<file path="src/logic/plc_pkg.sv">
// Register map, reset values and widths of the parallel line controller
package plc_pkg;
   localparam int unsigned DATA_W = 32;
   localparam int unsigned ADR_W  = 8;
   localparam int unsigned SEL_W  = DATA_W / 8;
   localparam int unsigned MAX_LINES = 32;

   typedef logic [ADR_W-1:0]  plc_adr_t;
   typedef logic [DATA_W-1:0] plc_word_t;
   typedef logic [SEL_W-1:0]  plc_sel_t;

   // Byte offsets of the register words
   localparam plc_adr_t OFF_OWNER_TAKE     = 8'h00;
   localparam plc_adr_t OFF_OWNER_RELEASE  = 8'h04;
   localparam plc_adr_t OFF_OWNER_STATUS   = 8'h08;
   localparam plc_adr_t OFF_DRIVE_SET      = 8'h10;
   localparam plc_adr_t OFF_DRIVE_CLEAR    = 8'h14;
   localparam plc_adr_t OFF_DRIVE_STATUS   = 8'h18;
   localparam plc_adr_t OFF_LEVEL_SET      = 8'h30;
   localparam plc_adr_t OFF_LEVEL_CLEAR    = 8'h34;
   localparam plc_adr_t OFF_LEVEL_VALUE    = 8'h38;
   localparam plc_adr_t OFF_PIN_LEVEL      = 8'h3C;
   localparam plc_adr_t OFF_EVENT_ENABLE   = 8'h40;
   localparam plc_adr_t OFF_EVENT_DISABLE  = 8'h44;
   localparam plc_adr_t OFF_EVENT_MASK     = 8'h48;
   localparam plc_adr_t OFF_EVENT_STATUS   = 8'h4C;
   localparam plc_adr_t OFF_PULLUP_ENABLE  = 8'h60;
   localparam plc_adr_t OFF_PULLUP_DISABLE = 8'h64;
   localparam plc_adr_t OFF_PULLUP_STATUS  = 8'h68;
   localparam plc_adr_t OFF_SELECT_FIRST   = 8'h70;
   localparam plc_adr_t OFF_SELECT_SECOND  = 8'h74;
   localparam plc_adr_t OFF_CHOICE_STATUS  = 8'h78;
   localparam plc_adr_t OFF_WMASK_SET      = 8'hA0;
   localparam plc_adr_t OFF_WMASK_CLEAR    = 8'hA4;
   localparam plc_adr_t OFF_WMASK_STATUS   = 8'hA8;

   // Reset values
   localparam plc_word_t RST_PULLUP_OFF = 32'h0000_0000;
   localparam plc_word_t RST_CHOICE     = 32'h0000_0000;
   localparam plc_word_t RST_DRIVE      = 32'h0000_0000;
   localparam plc_word_t RST_LEVEL      = 32'h0000_0000;
   localparam plc_word_t RST_WMASK      = 32'h0000_0000;
   localparam plc_word_t RST_EVENT      = 32'h0000_0000;
   localparam plc_word_t RST_OWNER      = 32'hFFFF_FFFF;
   localparam plc_word_t ALL_MUXED      = 32'hFFFF_FFFF;
   localparam plc_word_t READ_UNMAPPED  = 32'h0000_0000;
endpackage

</file>
<file path="src/logic/plc_sample_if.sv">
// Sampled pin levels and change pulses passed from the sampler to the controller
`timescale 1ns/10ps
interface plc_sample_if #(parameter int unsigned LINES = 32);
   logic [LINES-1:0] level;
   logic [LINES-1:0] change;
   logic [LINES-1:0] raw;

   modport src (output level, output change, output raw);
   modport dst (input level, input change, input raw);
endinterface

</file>
<file path="src/logic/plc_pin_sampler.sv">
// Pin synchroniser, gated level sampler and change detector
`timescale 1ns/10ps
module plc_pin_sampler #(
   parameter int unsigned LINES = 32
) (
   // Clock and reset
   input  wire logic             clk_sys,
   input  wire logic             arst_n,
   // Pins and clock gate
   input  wire logic [LINES-1:0] pad_in,
   input  wire logic             periph_clk_en,
   // Sampled view
   plc_sample_if.src             sif
);
   import plc_pkg::*;

   logic [LINES-1:0] sync1_q;
   logic [LINES-1:0] sync2_q;
   logic [LINES-1:0] level_q;

   always_ff @(posedge clk_sys or negedge arst_n)
   begin
      if (!arst_n)
      begin
         sync1_q <= '0;
         sync2_q <= '0;
      end
      else
      begin
         sync1_q <= pad_in;
         sync2_q <= sync1_q;
      end
   end

   // Level is frozen while the clock gate is shut
   always_ff @(posedge clk_sys or negedge arst_n)
   begin
      if (!arst_n)
         level_q <= '0;
      else if (periph_clk_en)
         level_q <= sync2_q;
   end

   // Two successive samples differ; nothing is seen while gated
   assign sif.level  = level_q;
   assign sif.change = periph_clk_en ? (sync2_q ^ level_q) : '0;
   // Peripherals see the pin whatever the gate does
   assign sif.raw    = sync2_q;
endmodule

</file>
<file path="src/logic/plc_line_ctrl.sv">
// Parallel line controller: register file, pad multiplexer and change events
// Contract
// - Up to 32 lines, each at the same bit of every register.
// - Pull-up enable clears the off bit; disable sets it; 1 means off.
// - Pull-up off status resets to zero, all pull-ups on.
// - Pull-up writes act whatever the line's ownership or drive state.
// - Take/release writes set/clear ownership; 1 controller, 0 peripheral.
// - Lines without a peripheral ignore take/release and always read owned.
// - Ownership reset value is a per-product parameter, normally all ones.
// - First select clears the choice bit, second select sets it; 0 is A.
// - A/B choice steers only output paths; pin input goes to both.
// - Peripheral choice resets to zero, every line on peripheral A.
// - Choice writes act always; handing over needs select plus release.
// - Peripheral-owned line: chosen peripheral gives drive enable and level.
// - Drive enable set/clear writes; 0 input only, 1 controller drives.
// - Level set/clear writes change the driven output level register.
// - Drive and level writes act even while a peripheral owns the line.
// - Direct level write changes only bits whose write mask is 1.
// - Write mask set/clear writes; mask resets to zero.
// - All register writes act even with the peripheral clock gated.
// - Pin sampling and change detection only run while the clock gate is open.
// - Interrupt output only asserts while the clock gate is open.
// - Input path is untouched; peripherals see the pin without ownership.
// - Pin level status shows real levels; holds last sample when gated.
// - A change sets the event bit; masked events raise the interrupt.
// - Reading event status clears all reported pending bits.
// - Unimplemented line bits ignore writes and read zero.
//
// Decided for this implementation: the Wishbone slave port and the placing of the registers.
`timescale 1ns/10ps
module plc_line_ctrl #(
   parameter int unsigned        LINES       = 32,
   parameter plc_pkg::plc_word_t MUXED       = plc_pkg::ALL_MUXED,
   parameter plc_pkg::plc_word_t OWNER_RESET = plc_pkg::RST_OWNER
) (
   // Clock and reset
   input  wire logic                 clk_sys,
   input  wire logic                 arst_n,
   // Wishbone classic slave
   input  wire logic                 wb_cyc_i,
   input  wire logic                 wb_stb_i,
   input  wire logic                 wb_we_i,
   input  wire plc_pkg::plc_adr_t    wb_adr_i,
   input  wire plc_pkg::plc_sel_t    wb_sel_i,
   input  wire plc_pkg::plc_word_t   wb_dat_i,
   output plc_pkg::plc_word_t        wb_dat_o,
   output logic                      wb_ack_o,
   // Clock gate from power management
   input  wire logic                 periph_clk_en,
   // Pads
   input  wire logic [LINES-1:0]     pad_in,
   output logic [LINES-1:0]          pad_out,
   output logic [LINES-1:0]          pad_oe,
   output logic [LINES-1:0]          pad_pullup_off,
   // Peripheral functions A and B
   input  wire logic [LINES-1:0]     per_a_out,
   input  wire logic [LINES-1:0]     per_a_oe,
   input  wire logic [LINES-1:0]     per_b_out,
   input  wire logic [LINES-1:0]     per_b_oe,
   output logic [LINES-1:0]          per_in,
   // Change event interrupt
   output logic                      change_irq
);
   import plc_pkg::*;

   if (LINES < 1 || LINES > MAX_LINES)
   begin : g_bad_lines
      $error("LINES must lie between 1 and 32");
   end

   localparam logic [LINES-1:0] MUX_L   = MUXED[LINES-1:0];
   localparam logic [LINES-1:0] OWNR_L  = OWNER_RESET[LINES-1:0] | ~MUXED[LINES-1:0];

   plc_sample_if #(.LINES(LINES)) sif ();

   plc_pin_sampler #(.LINES(LINES)) u_sampler (
      .clk_sys       (clk_sys),
      .arst_n        (arst_n),
      .pad_in        (pad_in),
      .periph_clk_en (periph_clk_en),
      .sif           (sif)
   );

   logic [LINES-1:0] owner_q;
   logic [LINES-1:0] choice_q;
   logic [LINES-1:0] drive_q;
   logic [LINES-1:0] level_q;
   logic [LINES-1:0] wmask_q;
   logic [LINES-1:0] pullup_q;
   logic [LINES-1:0] emask_q;
   logic [LINES-1:0] event_q;
   logic [LINES-1:0] pad_out_q;
   logic [LINES-1:0] pad_oe_q;
   logic [LINES-1:0] per_in_q;
   logic             irq_q;
   logic             ack_q;
   plc_word_t        dat_q;
   plc_word_t        rdata;

   // Bus handshake: data captured on the request edge, acted on at the ack edge
   wire        req_new  = wb_cyc_i & wb_stb_i & ~ack_q;
   wire        req_done = wb_cyc_i & wb_stb_i & ack_q;
   wire        wr_take  = req_done & wb_we_i;
   wire        rd_take  = req_done & ~wb_we_i;
   plc_word_t  byte_en;
   genvar      gb;
   for (gb = 0; gb < SEL_W; gb++)
   begin : g_byte
      assign byte_en[gb*8 +: 8] = {8{wb_sel_i[gb]}};
   end
   // Bits above the implemented lines drop out here
   wire [LINES-1:0] wd = LINES'(wb_dat_i & byte_en);
   wire [LINES-1:0] be = LINES'(byte_en);

   wire [LINES-1:0] w_take   = (wr_take && wb_adr_i == OFF_OWNER_TAKE)     ? wd : '0;
   wire [LINES-1:0] w_rel    = (wr_take && wb_adr_i == OFF_OWNER_RELEASE)  ? wd : '0;
   wire [LINES-1:0] w_dset   = (wr_take && wb_adr_i == OFF_DRIVE_SET)      ? wd : '0;
   wire [LINES-1:0] w_dclr   = (wr_take && wb_adr_i == OFF_DRIVE_CLEAR)    ? wd : '0;
   wire [LINES-1:0] w_lset   = (wr_take && wb_adr_i == OFF_LEVEL_SET)      ? wd : '0;
   wire [LINES-1:0] w_lclr   = (wr_take && wb_adr_i == OFF_LEVEL_CLEAR)    ? wd : '0;
   wire             w_ldir   = wr_take && wb_adr_i == OFF_LEVEL_VALUE;
   wire [LINES-1:0] w_eset   = (wr_take && wb_adr_i == OFF_EVENT_ENABLE)   ? wd : '0;
   wire [LINES-1:0] w_eclr   = (wr_take && wb_adr_i == OFF_EVENT_DISABLE)  ? wd : '0;
   wire [LINES-1:0] w_puen   = (wr_take && wb_adr_i == OFF_PULLUP_ENABLE)  ? wd : '0;
   wire [LINES-1:0] w_pudis  = (wr_take && wb_adr_i == OFF_PULLUP_DISABLE) ? wd : '0;
   wire [LINES-1:0] w_sela   = (wr_take && wb_adr_i == OFF_SELECT_FIRST)   ? wd : '0;
   wire [LINES-1:0] w_selb   = (wr_take && wb_adr_i == OFF_SELECT_SECOND)  ? wd : '0;
   wire [LINES-1:0] w_mset   = (wr_take && wb_adr_i == OFF_WMASK_SET)      ? wd : '0;
   wire [LINES-1:0] w_mclr   = (wr_take && wb_adr_i == OFF_WMASK_CLEAR)    ? wd : '0;
   wire             rd_event = rd_take && wb_adr_i == OFF_EVENT_STATUS;

   // Only the bits the reader actually saw are cleared; later events survive
   wire [LINES-1:0] ev_clr   = rd_event ? LINES'(dat_q) : '0;

   // Next values; only event_d sees the clock gate, through the gated sif.change
   wire [LINES-1:0] owner_d  = ((owner_q | (w_take & MUX_L)) & ~(w_rel & MUX_L))
                               | ~MUX_L;
   wire [LINES-1:0] pullup_d = (pullup_q & ~w_puen) | w_pudis;
   wire [LINES-1:0] choice_d = (choice_q & ~w_sela) | w_selb;
   wire [LINES-1:0] drive_d  = (drive_q | w_dset) & ~w_dclr;
   wire [LINES-1:0] wmask_d  = (wmask_q | w_mset) & ~w_mclr;
   wire [LINES-1:0] dir_en   = w_ldir ? (wmask_q & be) : '0;
   wire [LINES-1:0] level_d  = (((level_q | w_lset) & ~w_lclr) & ~dir_en)
                               | (wd & dir_en);
   wire [LINES-1:0] emask_d  = (emask_q | w_eset) & ~w_eclr;
   wire [LINES-1:0] event_d  = (event_q & ~ev_clr) | sif.change;

   always_ff @(posedge clk_sys or negedge arst_n)
   begin
      if (!arst_n)
      begin
         owner_q  <= OWNR_L;
         pullup_q <= RST_PULLUP_OFF[LINES-1:0];
         choice_q <= RST_CHOICE[LINES-1:0];
         drive_q  <= RST_DRIVE[LINES-1:0];
         level_q  <= RST_LEVEL[LINES-1:0];
         wmask_q  <= RST_WMASK[LINES-1:0];
         emask_q  <= RST_EVENT[LINES-1:0];
         event_q  <= RST_EVENT[LINES-1:0];
      end
      else
      begin
         owner_q  <= owner_d;
         pullup_q <= pullup_d;
         choice_q <= choice_d;
         drive_q  <= drive_d;
         level_q  <= level_d;
         wmask_q  <= wmask_d;
         emask_q  <= emask_d;
         event_q  <= event_d;
      end
   end

   // Pad multiplexer, one slice per line
   logic [LINES-1:0] oe_d;
   logic [LINES-1:0] out_d;
   genvar gi;
   for (gi = 0; gi < LINES; gi++)
   begin : g_pad
      wire per_oe  = choice_q[gi] ? per_b_oe[gi]  : per_a_oe[gi];
      wire per_out = choice_q[gi] ? per_b_out[gi] : per_a_out[gi];
      assign oe_d[gi]  = owner_q[gi] ? drive_q[gi] : per_oe;
      assign out_d[gi] = owner_q[gi] ? level_q[gi] : per_out;
   end

   // Registered pads cost one cycle but keep every output glitch free
   always_ff @(posedge clk_sys or negedge arst_n)
   begin
      if (!arst_n)
      begin
         pad_oe_q  <= '0;
         pad_out_q <= '0;
         per_in_q  <= '0;
         irq_q     <= 1'b0;
      end
      else
      begin
         pad_oe_q  <= oe_d;
         pad_out_q <= out_d;
         // Raw synchronised pin, independent of ownership and gate
         per_in_q  <= sif.raw;
         irq_q     <= periph_clk_en & |(event_q & emask_q);
      end
   end

   // Read mux; unused upper bits read zero
   always_comb
   begin
      if (wb_adr_i == OFF_OWNER_STATUS)
         rdata = DATA_W'(owner_q);
      else if (wb_adr_i == OFF_DRIVE_STATUS)
         rdata = DATA_W'(drive_q);
      else if (wb_adr_i == OFF_LEVEL_VALUE)
         rdata = DATA_W'(level_q);
      else if (wb_adr_i == OFF_PIN_LEVEL)
         rdata = DATA_W'(sif.level);
      else if (wb_adr_i == OFF_EVENT_MASK)
         rdata = DATA_W'(emask_q);
      else if (wb_adr_i == OFF_EVENT_STATUS)
         rdata = DATA_W'(event_q);
      else if (wb_adr_i == OFF_PULLUP_STATUS)
         rdata = DATA_W'(pullup_q);
      else if (wb_adr_i == OFF_CHOICE_STATUS)
         rdata = DATA_W'(choice_q);
      else if (wb_adr_i == OFF_WMASK_STATUS)
         rdata = DATA_W'(wmask_q);
      else
         rdata = READ_UNMAPPED;
   end

   always_ff @(posedge clk_sys or negedge arst_n)
   begin
      if (!arst_n)
      begin
         ack_q <= 1'b0;
         dat_q <= READ_UNMAPPED;
      end
      else
      begin
         ack_q <= req_new;
         if (req_new)
            dat_q <= rdata;
      end
   end

   assign wb_ack_o       = ack_q;
   assign wb_dat_o       = dat_q;
   assign pad_oe         = pad_oe_q;
   assign pad_out        = pad_out_q;
   assign pad_pullup_off = pullup_q;
   assign per_in         = per_in_q;
   assign change_irq     = irq_q;
endmodule

</file>
<file path="config.mk">
export PLATFORM = sky130hd
export DESIGN_NAME = plc_line_ctrl
export DESIGN_NICKNAME = d
export VERILOG_FILES = /design/src/logic/plc_pkg.sv /design/src/logic/plc_sample_if.sv /design/src/logic/plc_pin_sampler.sv /design/src/logic/plc_line_ctrl.sv
export SDC_FILE = /design/constraint.sdc
export NUM_CORES = 1
export LEC_CHECK = 0
export ABC_AREA = 1
export ABC_CLOCK_PERIOD_IN_PS = 1670
export BUFFER_PORTS_ARGS = -buffer_cell sky130_fd_sc_hd__buf_2
export CELL_PAD_IN_SITES_DETAIL_PLACEMENT = 0
export CELL_PAD_IN_SITES_GLOBAL_PLACEMENT = 1
export CORE_ASPECT_RATIO = 1.25
export CORE_MARGIN = 5
export CORE_UTILIZATION = 42
export DETAILED_ROUTE_END_ITERATION = 10
export PLACE_DENSITY = 0.92
export SKIP_LAST_GASP = 1
export SLEW_MARGIN = 10
export SYNTH_ARGS = -nofsm -noshare
export SYNTH_HDL_FRONTEND = slang
export SYNTH_HIERARCHICAL = 1
export SYNTH_SLANG_ARGS = --single-unit
</file>
<file path="constraint.sdc">
create_clock -name clk_sys -period 1.67 [get_ports clk_sys]
set_input_delay 0.167 -clock clk_sys [delete_from_list [all_inputs] [get_ports clk_sys]]
set_output_delay 0.167 -clock clk_sys [all_outputs]
set_load 0.05 [all_outputs]
</file>
**Yosys cells after proc, flatten, opt, wreduce, memory -nomap -nowiden**

Index checks and enable logic that the tools add are counted.

- Bitwise logic cells: 40
- Equal/unequal tests: 22
- Reduce and logical (&&, ||, !) cells: 18
- Multiplexer cells: 154

Operator list:

| cell | number |
|---|---|
| 2-to-1 mux 32 bit | 26 |
| AND 32 bit | 13 |
| inverter 32 bit | 9 |
| OR 32 bit | 9 |
| 2-to-1 mux 1 bit | 128 |
| == test 8 x 7 -> 1 bit, second input constant | 10 |
| == test 8 x 6 -> 1 bit, second input constant | 4 |
| OR reduction 32 bit | 1 |
| XOR 32 bit | 1 |
| == test 8 x 5 -> 1 bit, second input constant | 3 |
| == test 8 bit, second input constant | 3 |
| logical AND 1 bit | 16 |
| == test 8 x 3 -> 1 bit, second input constant | 1 |
| == test 8 x 4 -> 1 bit, second input constant | 1 |
| zero test 8 bit | 1 |
| AND 1 bit | 6 |
| inverter 1 bit | 2 |

- Output and inout bits: 162
- Word-level logic and storage cells: 251
- Register bits: 482

**Longest topological paths before layout**

- Depth after elaboration: 10
- Depth in mapped cells: 12
- Mapped depth without buffers: 12

**Modules after synthesis**

Netlist, hierarchy kept.

By module, submodules not included:

| module | cells each | instances | area each (µm²) | sequential area each (µm²) |
|---|---|---|---|---|
| plc_line_ctrl | 2,257 | 1 | 18,650.4 | 9,699.3 |
| plc_pin_sampler | 331 | 1 | 3,377.0 | 2,402.3 |

**Worst setup path before layout**

Ideal clock, no wire load.

- Kind: register to register
- From: register ack_q, in the netlist wb_ack_o
- To: register level_q[10]
- Arrival time: 1.822 ns
- Setup time: 0.125 ns
- Cell stages (with the launch flop): 9
- Path slack: -0.277 ns
- Buffers on the path: 1
- Required time: 1.545 ns
- Path through: dfrtp_1 > nand3_1 > nor2_2 > inv_1 > nor2_2 > nand2_1 > clkbuf_1 > o221ai_1 > nand2_1

- Longest elaborated chain between the ends: 8
- Elaborated cells on any way between the ends: 15

Ends and longest elaborated chain:

| item | RTL line | source |
|---|---|---|
| start: declaration | plc_line_ctrl.sv:96 | `logic ack_q;` |
| start signal: assignment | plc_line_ctrl.sv:240 | `ack_q <= req_new;` |
| AND 1 bit (*) | plc_line_ctrl.sv:102 | `wire req_done = wb_cyc_i & wb_stb_i & ack_q;` |
| AND 1 bit (*) | plc_line_ctrl.sv:103 | `wire wr_take = req_done & wb_we_i;` |
| logical AND 1 bit (on tied branches) | plc_line_ctrl.sv:119, plc_line_ctrl.sv:120 |  |
| 2-to-1 mux 32 bit (on tied branches) | plc_line_ctrl.sv:119, plc_line_ctrl.sv:120 |  |
| OR 32 bit or inverter 32 bit (tied branches) | plc_line_ctrl.sv:143 | `wire [LINES-1:0] level_d = (((level_q \| w_lset) & ~w_lclr) & ~dir_en)` |
| AND 32 bit (2 in series) | plc_line_ctrl.sv:143 |  |
| OR 32 bit (*) | plc_line_ctrl.sv:144 | `\| (wd & dir_en);` |
| net level_d[10] | plc_line_ctrl.sv:143 |  |
| end signal: assignment | plc_line_ctrl.sv:156 | `level_q <= RST_LEVEL[LINES-1:0];` |
| end signal: assignment | plc_line_ctrl.sv:167 | `level_q <= level_d;` |
| end: declaration | plc_line_ctrl.sv:87 | `logic [LINES-1:0] level_q;` |

Mark *: on every way through the listed nets, which the timed path passes. The rest lies on a longest branch.
A chain may end at the register's enable or synchronous reset.

**Final worst setup path**

- From: register ack_q, in the netlist wb_ack_o
- To: register drive_q[8]

- Longest elaborated chain between the ends: 6
- Elaborated cells on any way between the ends: 9

Ends and longest elaborated chain:

| item | RTL line | source |
|---|---|---|
| AND 1 bit (*) | plc_line_ctrl.sv:102 |  |
| AND 1 bit (*) | plc_line_ctrl.sv:103 |  |
| logical AND 1 bit (on tied branches) | plc_line_ctrl.sv:117, plc_line_ctrl.sv:118 |  |
| 2-to-1 mux 32 bit (on tied branches) | plc_line_ctrl.sv:117, plc_line_ctrl.sv:118 |  |
| OR 32 bit or inverter 32 bit (tied branches) | plc_line_ctrl.sv:140 | `wire [LINES-1:0] drive_d = (drive_q \| w_dset) & ~w_dclr;` |
| AND 32 bit (*) | plc_line_ctrl.sv:140 |  |
| net drive_d[8] | plc_line_ctrl.sv:140 |  |
| end signal: assignment | plc_line_ctrl.sv:155 | `drive_q <= RST_DRIVE[LINES-1:0];` |
| end signal: assignment | plc_line_ctrl.sv:166 | `drive_q <= drive_d;` |
| end: declaration | plc_line_ctrl.sv:86 | `logic [LINES-1:0] drive_q;` |

Marks and branches as above.

==> reports/qor.csv <==
metric,value,unit
largest family of logic cells by synthesized area,simple AND/OR/NAND/NOR gates,
"Hold Vio Cnt, Final",0,
via/cell ratio,5.56,
unrepaired setup endpoints after global routing,true,
crit path kind,reg2reg,
IO Port Bufs,371,
Worst-Margin Slew,0.440,ns
Final Max Tran Viols,0,
TritonRoute pass-1 iters,6,
Synth top cells by count,"nand2_1 (526), dfrtp_1 (450), inv_1 (340), o21ai_0 (302), nor2_1 (184)",
most common cell in the netlist,nand2_1,
CTS Buf Count,50,
cell breakdown of the critical path,nand3_4 -> nor2_4 -> inv_4 -> nor2_4 -> inv_2 -> nor2_4 -> buf_4 -> clkbuf_16 -> a22oi_1,
Post-Synth XOR/XNOR Area,0,
vias in the first global route,21915,
Tcrit/Tclk final,1.02,
pwr dens,876,nW/um^2
register area share after synthesis,0.549,
Syn Inst Count,2588,
Final Net Count,3454,
Core ar.,51800,sq um
Max Cap Viol,0,
required time of the critical path,2.15,ns
LEAKAGE,14.0,nW
die area,57200,sq um
final setup vio count,25,
Worst-path clk slew,0.06,ns
post-synthesis cell type count,35,
multiplexer share of the synthesized area,0,
floorplan die height,266,um
Synth Flop Type,dfrtp_1,
Worst Setup End Kind,register,
GP Congestion,0.967,
ys async rst share,1.00,
slowest cell delay on critical path,0.38,ns
root buffer cell,clkbuf_16,
Worst Skew,0.0107,ns
Synth Register Bits,482,
Post-Synth Adder-Cell Area,0,
WP data arrival,2.17,ns
first-pass GRT wire length,133000,um
Initial Util,0.425,
PnR Total Power,0.0260,W
share of layout cells above drive strength 1,0.211,
Area contributors post-synth,"dfrtp_1 (51%), nand2_1 (9.0%), o21ai_0 (6.9%)",
DIE WIDTH,215,um
Critical Path Fanout Max,9,
CTS tree,done,
run status,finished with violations,
GRT overflow,0,
worst hold slack,0.0400,ns
Post-Syn Area,22000,sq um
Worst-Skew Late Latency,0.60,ns
Most common cell on crit path,nor2_4,
Yosys top cell by area,dfrtp_1,
maximum vdd drop,0.756,mV
Core Rows,93,
Hold Path Class,in2reg,
number of antenna violations at the first check in global routing,2,
Avg WL per Cell,22.5,um
via count,21974,
ANT nets after route,0,
"EDFF count, synth",0,
DRC errors left,0,
final worst slack,-0.0260,ns
Clock Tree Buf Depth,3,
Worst Setup Start Kind,register,
failing checks,setup timing,
initial DRC count,2283,
Compound-Gate Fraction of Synth Area,0.178,
yosys warns,6,
Slew HR,0.706,
DP Wirelength,61500,um
pin count of the biggest net entering global routing,80,
overall routed net length,88800,um
Critical Path Slowest Stage Cell,dfrtp_2,
CTS Sinks,482,
Final min period,1.70,ns
I/O Pins,372,
simple-gate share of the synthesized area,0.187,
H-tree levels,2,
"Area growth, synth to finish",34.9,%
Max Clock Freq,0.590,GHz
Mapped Avg Cell Area,8.51,sq um
top-area cell type share of the netlist area,0.511,
syn nets,2798,
GRT Overall Usage,0.299,
report_power, final:
| part | switching (W) | internal (W) | leakage (nW) |
|---|---|---|---|
| logic | 0.00136 | 0.000728 | 7.88 |
| registers | 0.000226 | 0.0119 | 5.31 |
| clock network | 0.00500 | 0.00680 | 0.830 |
| total | 0.00658 | 0.0194 | 14.0 |
worst max-delay path, delay by kind of cell (launching register included):
kind | cells | cell delay [ns]
buffers and inverters | 4 | 0.51
AND/OR/NAND/NOR | 4 | 0.59
flip-flops | 1 | 0.38
AO/OA/AOI/OAI | 1 | 0.08
what timing repair did:
item	CTS	global route
setup buffers	0	7
hold endpoints to repair	585	0
resized for setup	8	35
gates cloned	0	4
pin swaps	0	4
endpoints found under the setup margin	192	75
hold buffers	189	0
cells by family after synthesis:
family | after synthesis
AND/OR/NAND/NOR | 971
AO/OA/AOI/OAI | 664
flip-flops | 482
buffers and inverters | 471
per-stage QoR:
step | cell area (sq um) | util | cells | setup TNS [ns] | worst slack, ns
4_1_cts | 29500 | 0.570 | 3938 | 0 | 0.0252
3_5_place_dp | 25900 | 0.500 | 3657 | -24.16 | -0.257
2_1_floorplan | 22100 | - | 2588 | 0 | 0.00148
3_3_place_gp | 25900 | 0.500 | 3657 | -19.16 | -0.253
6_report | 29700 | 0.574 | 3950 | -0.297 | -0.0260
5_1_grt | 29700 | 0.574 | 3950 | -4.76 | -0.0742
final timing paths:
check / start / endpoint / slack [ns] / depth (start not counted)
setup reg to reg: wb_ack_o / drive_q[8] / -0.03 / 9
max in group asynchronous: arst_n / owner_q[6] / 0.79 / 3
hold / removal: wb_dat_i[5] / level_q[5] / 0.04 / 3
min in group asynchronous: arst_n / u_sampler/sync1_q[6] / 0.06 / 2
hold reg to reg: u_sampler/sync1_q[21] / u_sampler/sif.raw[21] / 0.34 / 0
setup / recovery: wb_ack_o / drive_q[8] / -0.03 / 9
layout by cell type, fill, tap and decap left out, types with 6 or more instances in the layout:
master and instances:
dlygate4sd3_1 189, a22oi_1 132, or2_0 13, nand4_1 59, clkinvlp_4 6, clkbuf_16 54, nand3_1 162, buf_4 117
buf_12 40, buf_2 369, nand2_1 523, clkbuf_8 9, nor2_1 179, a21o_1 29, clkinv_2 12, o21ai_0 286
a2bb2oi_1 28, nor2_4 14, inv_1 337, o21ai_1 24, o211ai_1 9, clkbuf_1 7, dfrtp_1 449, inv_2 7
o221ai_1 11, nor3_1 6, dfstp_2 32, a21oi_1 139
final cells by class:
| cell class | instances | area (sq um) |
|---|---|---|
| Antenna cell | 1 | 2.50 |
| Clock buffer | 67 | 1430 |
| Clock inverter | 25 | 280 |
| Fill cell | 4500 | 22100 |
| Inverter | 349 | 1330 |
| Multi-Input combinational cell | 1635 | 8160 |
| Sequential cell | 482 | 12100 |
| Tap cell | 665 | 832 |
| Timing Repair Buffer | 725 | 5580 |
| Timing Repair inverter | 1 | 5.00 |
metal layers:
metal,share of wire,vias up,wire length (um),global-route usage
li1,-,9887,-,-
met1,0.38,10538,34200,0.378
met4,0.060,2,5360,0.156
met2,0.46,1255,41200,0.486
met3,0.091,292,8120,0.0638
met5,0.00017,-,15,0
(Power assumes the default switching activity.)
